File: config.mk
export PLATFORM = sky130hd
export DESIGN_NAME = tmz_timer0
export DESIGN_NICKNAME = d
export VERILOG_FILES = /design/src/tmz_pkg.sv /design/src/tmz_timer0.sv
export SDC_FILE = /design/constraint.sdc
export NUM_CORES = 1
export LEC_CHECK = 0
export BUFFER_PORTS_ARGS = -buffer_cell sky130_fd_sc_hd__buf_4
export CORE_MARGIN = 2
export CORE_UTILIZATION = 45
export DETAILED_ROUTE_END_ITERATION = 16
export PLACE_DENSITY = 0.74
export SLEW_MARGIN = 5
export SYNTH_ARGS = -nofsm -noshare
export SYNTH_HDL_FRONTEND = slang
export SYNTH_SLANG_ARGS = --single-unit
export TNS_END_PERCENT = 10
File: constraint.sdc
create_clock -name clk -period 5.1 [get_ports clk]
set_clock_uncertainty 0.2 [all_clocks]
set_input_delay 1.02 -clock clk [delete_from_list [all_inputs] [get_ports clk]]
set_output_delay 1.02 -clock clk [all_outputs]
set_load 0.005 [all_outputs]
File: src/tmz_pkg.sv
// package of constants for the timer/counter with prescaler
package tmz_pkg;
  // =====================================================
  // option field positions, option reset value, count limits and write hold-off length
  localparam int unsigned OPT_CS_BIT   = 5;
  localparam int unsigned OPT_SE_BIT   = 4;
  localparam int unsigned OPT_PSA_BIT  = 3;
  localparam int unsigned OPT_PS_MSB   = 2;
  localparam logic [5:0]  OPT_RESET    = 6'h3f;
  localparam logic [7:0]  COUNT_MAX    = 8'hff;
  localparam logic [7:0]  COUNT_ZERO   = 8'h00;
  localparam logic [1:0]  INHIBIT_CYC  = 2'h2;
  // =====================================================
  // phase sequencer: four oscillator phases per instruction cycle
  typedef enum logic [1:0] {TMZ_Q1, TMZ_Q2, TMZ_Q3, TMZ_Q4} tmz_phase_t;
endpackage

File: src/tmz_timer0.sv
// timer/counter with shared 8-bit prescaler, one instruction cycle per four clk phases
//
// What this block does
// - clock source bit low: count once per instruction cycle, prescaler not assigned
// - after a count write, hold counting for two instruction cycles
// - clock source bit high: count edges of the external count pin
// - edge bit low counts rising edges, high counts falling edges
// - prescaler serves timer when assign bit low, watchdog when high
// - prescaler count has no read or write path
// - timer prescale ratios 1:2 through 1:256, powers of two
// - rollover from ff to 00 sets the overflow flag
// - interrupt request only when enable bit set; flag sets regardless
// - flag stays set until software clears it
// - no counting while the processor sleeps
// - readable and writable 8-bit count behind programmable prescaler
// - ratio field plus assign bit sets ratio of assigned unit
// - count write clears prescaler when it serves the timer
// - clear watchdog instruction clears prescaler when it serves watchdog
// - counter mode samples prescaler output on phases two and four
`timescale 1ns/1ns
module tmz_timer0
  import tmz_pkg::*;
(
  input  wire logic       clk,
  input  wire logic       arst_n,
  input  wire logic       sleep_mode,
  input  wire logic       external_count_pin,
  input  wire logic       option_we,
  input  wire logic [5:0] option_wdata,
  input  wire logic       count_we,
  input  wire logic [7:0] count_wdata,
  input  wire logic       flag_clr,
  input  wire logic       flag_set,
  input  wire logic       int_enable_we,
  input  wire logic       int_enable_wdata,
  input  wire logic       clear_watchdog_instruction,
  input  wire logic       watchdog_tick,
  output logic [7:0]      count_register,
  output logic [5:0]      option_bits,
  output logic            overflow_flag,
  output logic            overflow_int_enable,
  output logic            overflow_irq,
  output logic            watchdog_prescaled_tick
);
  // =====================================================
  // state
  tmz_phase_t phase_q, phase_d;
  logic [1:0] pin_sync_q, pin_sync_d;
  logic       pin_prev_q, pin_prev_d;
  logic [7:0] presc_q, presc_d;
  logic       psout_smp_q, psout_smp_d;
  logic [7:0] count_q, count_d;
  logic [1:0] inhibit_q, inhibit_d;
  logic [5:0] opt_q, opt_d;
  logic       flag_q, flag_d;
  logic       ie_q, ie_d;
  logic       wdt_out_q, wdt_out_d;

  logic       clock_source_select;
  logic       edge_polarity_bit;
  logic       prescaler_assign_bit;
  logic [2:0] prescale_ratio_field;
  logic       cycle_end;
  logic       pin_edge;
  logic       src_tick;
  logic       psout;
  logic       inc_pulse;
  logic       overflow;

  assign clock_source_select  = opt_q[OPT_CS_BIT];
  assign edge_polarity_bit    = opt_q[OPT_SE_BIT];
  assign prescaler_assign_bit = opt_q[OPT_PSA_BIT];
  assign prescale_ratio_field = opt_q[OPT_PS_MSB:0];
  assign cycle_end            = (phase_q == TMZ_Q4);

  // divide tap: code n picks prescaler bit n, giving 2^(n+1)
  function automatic logic tap(input logic [7:0] p, input logic [2:0] r);
    tap = p[r];
  endfunction

  // phases two and four are the only points where the timer-side prescaler output psout is looked at
  function automatic logic smp_phase(input tmz_phase_t ph);
    smp_phase = (ph == TMZ_Q2) || (ph == TMZ_Q4);
  endfunction

  // =====================================================
  // next-state logic
  always_comb begin
    phase_d     = tmz_phase_t'(phase_q + 2'h1);
    pin_sync_d  = {pin_sync_q[0], external_count_pin};
    pin_prev_d  = pin_sync_q[1];
    // edge detect looks only at the second synchroniser stage
    pin_edge    = edge_polarity_bit ? (pin_prev_q & ~pin_sync_q[1])
                                    : (~pin_prev_q & pin_sync_q[1]);
    src_tick    = clock_source_select ? pin_edge : cycle_end;
    if (sleep_mode) begin
      src_tick = 1'b0;
    end
  end

  // =====================================================
  // prescaler and its output sampler
  always_comb begin
    // prescaler source: timer source or watchdog ticks
    presc_d = presc_q;
    if (prescaler_assign_bit ? watchdog_tick : src_tick) begin
      presc_d = presc_q + 8'h01;
    end
    if (count_we && !prescaler_assign_bit) begin
      presc_d = 8'h00;
    end
    if (clear_watchdog_instruction && prescaler_assign_bit) begin
      presc_d = 8'h00;
    end
    psout       = prescaler_assign_bit ? src_tick : tap(presc_q, prescale_ratio_field);
    wdt_out_d   = prescaler_assign_bit ? tap(presc_q, prescale_ratio_field) : watchdog_tick;
    // prescaled path samples on phase 2 and 4; unprescaled path counts the source tick directly
    psout_smp_d = psout_smp_q;
    if (smp_phase(phase_q)) begin
      psout_smp_d = psout;
    end
    if (prescaler_assign_bit) begin
      inc_pulse = src_tick;
    end else begin
      inc_pulse = psout & ~psout_smp_q & smp_phase(phase_q);
    end
  end

  // =====================================================
  // count register and its write hold-off
  // hold-off counts cycle ends, so a write late in a cycle still loses two full steps
  always_comb begin
    inhibit_d = inhibit_q;
    if (cycle_end && inhibit_q != 2'h0) begin
      inhibit_d = inhibit_q - 2'h1;
    end
    count_d  = count_q;
    overflow = 1'b0;
    if (count_we) begin
      count_d   = count_wdata;
      inhibit_d = INHIBIT_CYC;
    end else if (inc_pulse && inhibit_q == 2'h0 && !sleep_mode) begin
      count_d  = count_q + 8'h01;
      overflow = (count_q == COUNT_MAX);
    end
  end

  // =====================================================
  // option, enable and overflow flag
  always_comb begin
    opt_d = option_we ? option_wdata : opt_q;
    ie_d  = int_enable_we ? int_enable_wdata : ie_q;
    // set wins over a clear in the same cycle
    flag_d = flag_q;
    if (flag_clr) begin
      flag_d = 1'b0;
    end
    if (overflow || flag_set) begin
      flag_d = 1'b1;
    end
  end

  // =====================================================
  // registers: phase and pin front end
  // sync stages reset low: a pin held high at release reads as one rising edge
  always_ff @(posedge clk or negedge arst_n) begin
    if (!arst_n) begin
      phase_q     <= TMZ_Q1;
      pin_sync_q  <= 2'h0;
      pin_prev_q  <= 1'b0;
    end else begin
      phase_q     <= phase_d;
      pin_sync_q  <= pin_sync_d;
      pin_prev_q  <= pin_prev_d;
    end
  end

  // =====================================================
  // registers: prescaler
  always_ff @(posedge clk or negedge arst_n) begin
    if (!arst_n) begin
      presc_q     <= 8'h00;
      psout_smp_q <= 1'b0;
      wdt_out_q   <= 1'b0;
    end else begin
      presc_q     <= presc_d;
      psout_smp_q <= psout_smp_d;
      wdt_out_q   <= wdt_out_d;
    end
  end

  // =====================================================
  // registers: count
  always_ff @(posedge clk or negedge arst_n) begin
    if (!arst_n) begin
      count_q     <= COUNT_ZERO;
      inhibit_q   <= 2'h0;
    end else begin
      count_q     <= count_d;
      inhibit_q   <= inhibit_d;
    end
  end

  // =====================================================
  // registers: control
  always_ff @(posedge clk or negedge arst_n) begin
    if (!arst_n) begin
      opt_q       <= OPT_RESET;
      flag_q      <= 1'b0;
      ie_q        <= 1'b0;
    end else begin
      opt_q       <= opt_d;
      flag_q      <= flag_d;
      ie_q        <= ie_d;
    end
  end

  // prescaler count itself is never brought out
  assign count_register          = count_q;
  assign option_bits             = opt_q;
  assign overflow_flag           = flag_q;
  assign overflow_int_enable     = ie_q;
  assign overflow_irq            = flag_q & ie_q;
  assign watchdog_prescaled_tick = wdt_out_q;
endmodule

== Yosys cells after proc, flatten, opt, wreduce, memory -nomap -nowiden ==
Cells that the tools add are included.

* Register bits: 33
* Input bits: 26
* Output and inout bits: 18
* Word-level logic and storage cells: 62

* Add/subtract/negate cells: 4
* Order comparisons: 1
* Equal/unequal tests: 3
* Mux-type cells: 20
* Bitwise operators: 8
* Reduce and logical (&&, ||, !) cells: 15

{| class="wikitable"
|+ Operators by type and width
! operator !! number
|-
| $mux 8 || 5
|-
| $add 8x1->8 const B || 2
|-
| $mux 1 || 12
|-
| $eq 8x8->1 const B || 1
|-
| $reduce_bool 2->1 || 4
|-
| $and 1x1->1 || 5
|-
| $logic_and 1x1->1 || 5
|-
| $lt 3x4->1 const B || 1
|-
| $mux 2 || 2
|-
| $bmux 1 s3 || 1
|-
| $not 1->1 || 3
|-
| $reduce_bool 3->1 || 1
|-
| $add 2x1->2 const B || 1
|-
| $eq 2x1->1 const B || 1
|-
| $eq 2x2->1 const B || 1
|-
| $logic_not 1->1 || 2
|-
| $logic_not 2->1 || 1
|-
| $logic_or 1x1->1 || 2
|-
| $sub 2x1->2 const B || 1
|}

== Depth between registers and ports, before layout ==
* Depth after elaboration: 15
* Depth in mapped cells: 7

== Worst setup path after synthesis ==
Ideal clock, no wire load.

* Kind: input-to-reg
* From: input port sleep_mode
* To: register count_q[2] (netlist: count_register[2])
* Setup time: 69 ps
* Data arrival time: 2,180 ps
* Required time: 4,831 ps
* Setup slack: 2,651 ps
* Cell stages on the path: 5
* Cell sequence: or2b_1 -> a311oi_4 -> nand2_1 -> a2111o_1 -> nand3_1

* Cells in the longest elaborated chain, start to end: 8

{| class="wikitable"
|+ RTL lines
! what !! RTL line !! RTL
|-
| from (decl) || tmz_timer0.sv:26 || <nowiki>input wire logic sleep_mode,</nowiki>
|-
| $mux 1 || tmz_timer0.sv:96 || <nowiki>if (sleep_mode) begin</nowiki>
|-
| $mux 1 || tmz_timer0.sv:115 || <nowiki>psout = prescaler_assign_bit ? src_tick : tap(presc_q, prescale_ratio_field);</nowiki>
|-
| $and 1x1->1 (2 in series) || tmz_timer0.sv:125 || <nowiki>inc_pulse = psout & ~psout_smp_q & smp_phase(phase_q);</nowiki>
|-
| $mux 1 || tmz_timer0.sv:122 || <nowiki>if (prescaler_assign_bit) begin</nowiki>
|-
| $logic_and 1x1->1 || tmz_timer0.sv:142 || <nowiki>end else if (inc_pulse && inhibit_q == 2'h0 && !sleep_mode) begin</nowiki>
|-
| $logic_and 1x1->1 * || tmz_timer0.sv:142 ||
|-
| $reduce_bool 2->1 (no source line) * || - ||
|-
| to (signal assigned) || tmz_timer0.sv:199 || <nowiki>count_q <= count_d;</nowiki>
|-
| to (decl) || tmz_timer0.sv:52 || <nowiki>logic [7:0] count_q, count_d;</nowiki>
|}

Mark *: on every way between the ends. The rest lies on a longest branch, timed or not.
A chain may end at the register's enable or synchronous reset.

== Final worst setup path ==
* From: input port sleep_mode
* To: register count_q[7] (netlist: count_register[7])

The elaborated chain is that of the path after synthesis.

==> impl_metrics.tcl <==
set metrics [dict create \
    cts-root-buf "clkbuf_8" \
    clock_latency_ns 0.28 \
    critPathCaptureType "flip-flop" \
    tritoncts "yes" \
    die_w_um 67.0 \
    drtIter0Drc 87 \
    dominantRegCellSynth "dfrtp_1" \
    synthSimpleGateAreaFrac_pct 19.4 \
    power_leakage_nw 1.01 \
    slew_headroom_pct 61.5 \
    die_h_um 67.0 \
    synth_seq_cells 33 \
    postCtsHoldBufs 0 \
    setup_viol 0 \
    ctsLongestPathBuffers 2 \
    vias 1455 \
    tightest_slew_ns 0.574 \
    cp-start-kind "primary input" \
    rows 22 \
    r2r-start "option_bits[0]$_DFFE_PN1P_" \
    startpoint "sleep_mode" \
    synth_mux_area_share_pct 6.73 \
    status "completed" \
    htreeDepth 2 \
    synth_compound_area_share_pct 16.3 \
    dp_hpwl_um 2750 \
    hp-class "flip-flop to flip-flop" \
    synthCells 174 \
    drt.antenna.violating_nets 0 \
    antenna_found_initial 0 \
    synthArstFlopShare_pct 100 \
    synth_top_family_by_area "simple AND/OR/NAND/NOR gates" \
    seq_area_sq_um 833 \
    cp_max_fo 6 \
    gp_congestion 0.826 \
    crit_arrival_ns 2.47 \
    wl_per_cell_um 14.1 \
    hold_viol 0 \
    worstHoldStart "pin_sync_q[0]$_DFF_PN0_" \
    postSynthAreaPerCell_sq_um 10.3 \
    rsz0062_at_grt "false" \
    slowest_delay_ns 0.49 \
    min_period_over_period_pct 48.1 \
    tns_ns 0 \
    clock.fmax_mhz 407 \
    syn_area_sq_um 1780 \
    drc_errors 0 \
    p_per_area_nw_per_um2 280 \
    synth_warnings 0 \
    wirelength_um 3780 \
    cts-resized-gates 0 \
    fin_crit_ns 2.45 \
    crit_type "primary input to flip-flop" \
    max-cap-violations 0 \
    grtUsageTotal_pct 19.5 \
    crit_required_ns 5.12 \
    ys_seq_area_share_pct 46.7 \
    fin_util_pct 59.5 \
    post-cts-setup-buffers 0 \
    cts_sinks 33 \
    ys_types 37 \
    power_uw 624 \
    synthAdderAreaFrac_pct 3.51 \
    vdd_drop_max_uv 204 \
    synth_edf_count 0 \
    drive_gt1_share_pct 30.9 \
    critPathBufInv 1 \
    path_cells "buf_4 -> nor2b_1 -> and4_1 -> nand4_1 -> a2111o_1 -> nand3_1" \
    multiInputGateArea_sq_um 891 \
    grt-ovfl-total 0 \
    grt_pass1_vias 1391 \
    synth_xor_area_share_pct 3.93 \
    fill_cells 359 \
    drv_slew 0 \
    clk_pin_slew_ns 0.07 \
    finalNetCount 250 \
    cts_made_buffers 5 \
    area_growth_pct 24.8 \
    pin_count 44 \
    core-area_sq_um 3740 \
    via_per_inst 5.43 \
    dr.pass1.iters 4 \
    die_area_sq_um 4480 \
    initial_utilization_pct 47.7 \
    grt_start_max_net_pins 34 \
    critPathTopFamily "simple AND/OR/NAND/NOR gates" \
    numPortBuffers 43 \
    syn-num-nets 205 \
    grt_pass1_wl_um 6440 \
    worst_path_max_delay_cell "a2111o_1" \
    n_antenna_cell 0 \
]
-- worst register-to-register path, stage by stage, from the launching register on --
cell	delay (ns)
dfstp_2	0.61
mux2_2	0.17
a2bb2oi_1	0.39
nand4_1	0.34
a2111o_1	0.49
nand3_1	0.08
-- routing by layer --
| layer | GRT usage (%) | up-vias | wire length, um |
|---|---|---|---|
| li1 | - | 726 | - |
| met1 | 25.6 | 692 | 1730 |
| met3 | 5.24 | 4 | 195 |
| met4 | 8.16 | 0 | 59 |
| met5 | 0 | - | 0 |
| met2 | 30.4 | 33 | 1790 |
-- flip-flops by register name, indices dropped and copies added (netlist names) --
signal                   cells
count_register               8
presc_q                      8
option_bits                  6
inhibit_q                    2
phase_q                      2
pin_sync_q                   2
overflow_flag                1
overflow_int_enable          1
pin_prev_q                   1
psout_smp_q                  1
watchdog_prescaled_tick      1
-- report_power, final --
group,internal (mW),switching (mW),total (mW)
combinational,0.0644,0.0548,0.119
sequential,0.288,0.0288,0.317
clock,0.0944,0.0929,0.187
total,0.447,0.177,0.624
-- final cells by class --
cell class                      count  share of cell area (%)
Clock buffer                        6                    3.26
Clock inverter                      2                   0.449
Inverter                           10                    1.69
Multi-Input combinational cell    126                    40.0
Sequential cell                    33                    37.4
Tap cell                           48                    2.70
Timing Repair Buffer               43                    14.5
-- cell families after synthesis --
logic type      Yosys count
compound gates           35
xor+xnor                  8
fa+ha+maj                 5
buf+inv                  15
flops                    33
mux                      11
simple gates             67
-- cells in the final DEF, fill, tap and decap left out, types with 2 or more instances in the layout --
| master | Yosys | routed |
|---|---|---|
| buf_4 | 1 | 43 |
| dfrtp_1 | 27 | 27 |
| nor2_1 | 14 | 14 |
| nand3_1 | 13 | 13 |
| nand2_1 | 12 | 12 |
| inv_1 | 10 | 10 |
| mux2_2 | 8 | 8 |
| nor2b_1 | 7 | 7 |
| xor2_1 | 7 | 7 |
| nand4_1 | 7 | 7 |
| a22oi_1 | 6 | 6 |
| o21ai_0 | 6 | 6 |
| dfstp_2 | 6 | 6 |
| o2111ai_1 | 5 | 5 |
| a2111o_1 | 5 | 5 |
| ha_1 | 5 | 5 |
| clkbuf_8 | 0 | 5 |
| and3_1 | 4 | 4 |
| mux2i_1 | 3 | 3 |
| a21oi_1 | 3 | 3 |
| and2_1 | 2 | 2 |
| nand2b_1 | 2 | 2 |
| o211ai_1 | 2 | 2 |
| a211o_1 | 2 | 2 |
| clkinv_2 | 0 | 2 |
-- cells in the mapped netlist, drive strengths merged (6+ instances only) --
cell	n	share of area, %
xor2	7	3.4
nand3	13	3.6
dfrtp	27	38
nand2	12	2.5
a22oi	6	2.5
dfstp	6	8.8
nor2	14	2.9
o21ai	7	2.0
nand4	7	2.5
mux2	8	5.0
nor2b	7	2.5
inv	10	2.1
-- per-stage QoR --
stage,setup WS (ns),area [sq um],cells,hold slack [ns]
6_report,2.65,2230,268,0.151
5_1_grt,2.54,2230,268,0.157
4_1_cts,2.67,2230,268,0.155
3_5_place_dp,2.38,2140,260,0.139
3_3_place_gp,2.37,2140,260,0.135
2_1_floorplan,2.65,1780,174,0.131
-- worst paths after layout --
| path | cells after the start | end | slack [ns] |
|---|---|---|---|
| hold reg to reg | 0 | pin_sync_q[1]$_DFF_PN0_ | 0.15 |
| min in group asynchronous | 1 | pin_sync_q[0]$_DFF_PN0_ | 0.46 |
| hold / removal | 0 | pin_sync_q[1]$_DFF_PN0_ | 0.15 |
| setup reg to reg | 5 | count_register[7]$_DFFE_PN0P_ | 2.76 |
| max in group asynchronous | 1 | option_bits[5]$_DFFE_PN1P_ | 3.90 |
| setup / recovery | 6 | count_register[7]$_DFFE_PN0P_ | 2.65 |
(Power assumes the default switching activity.)
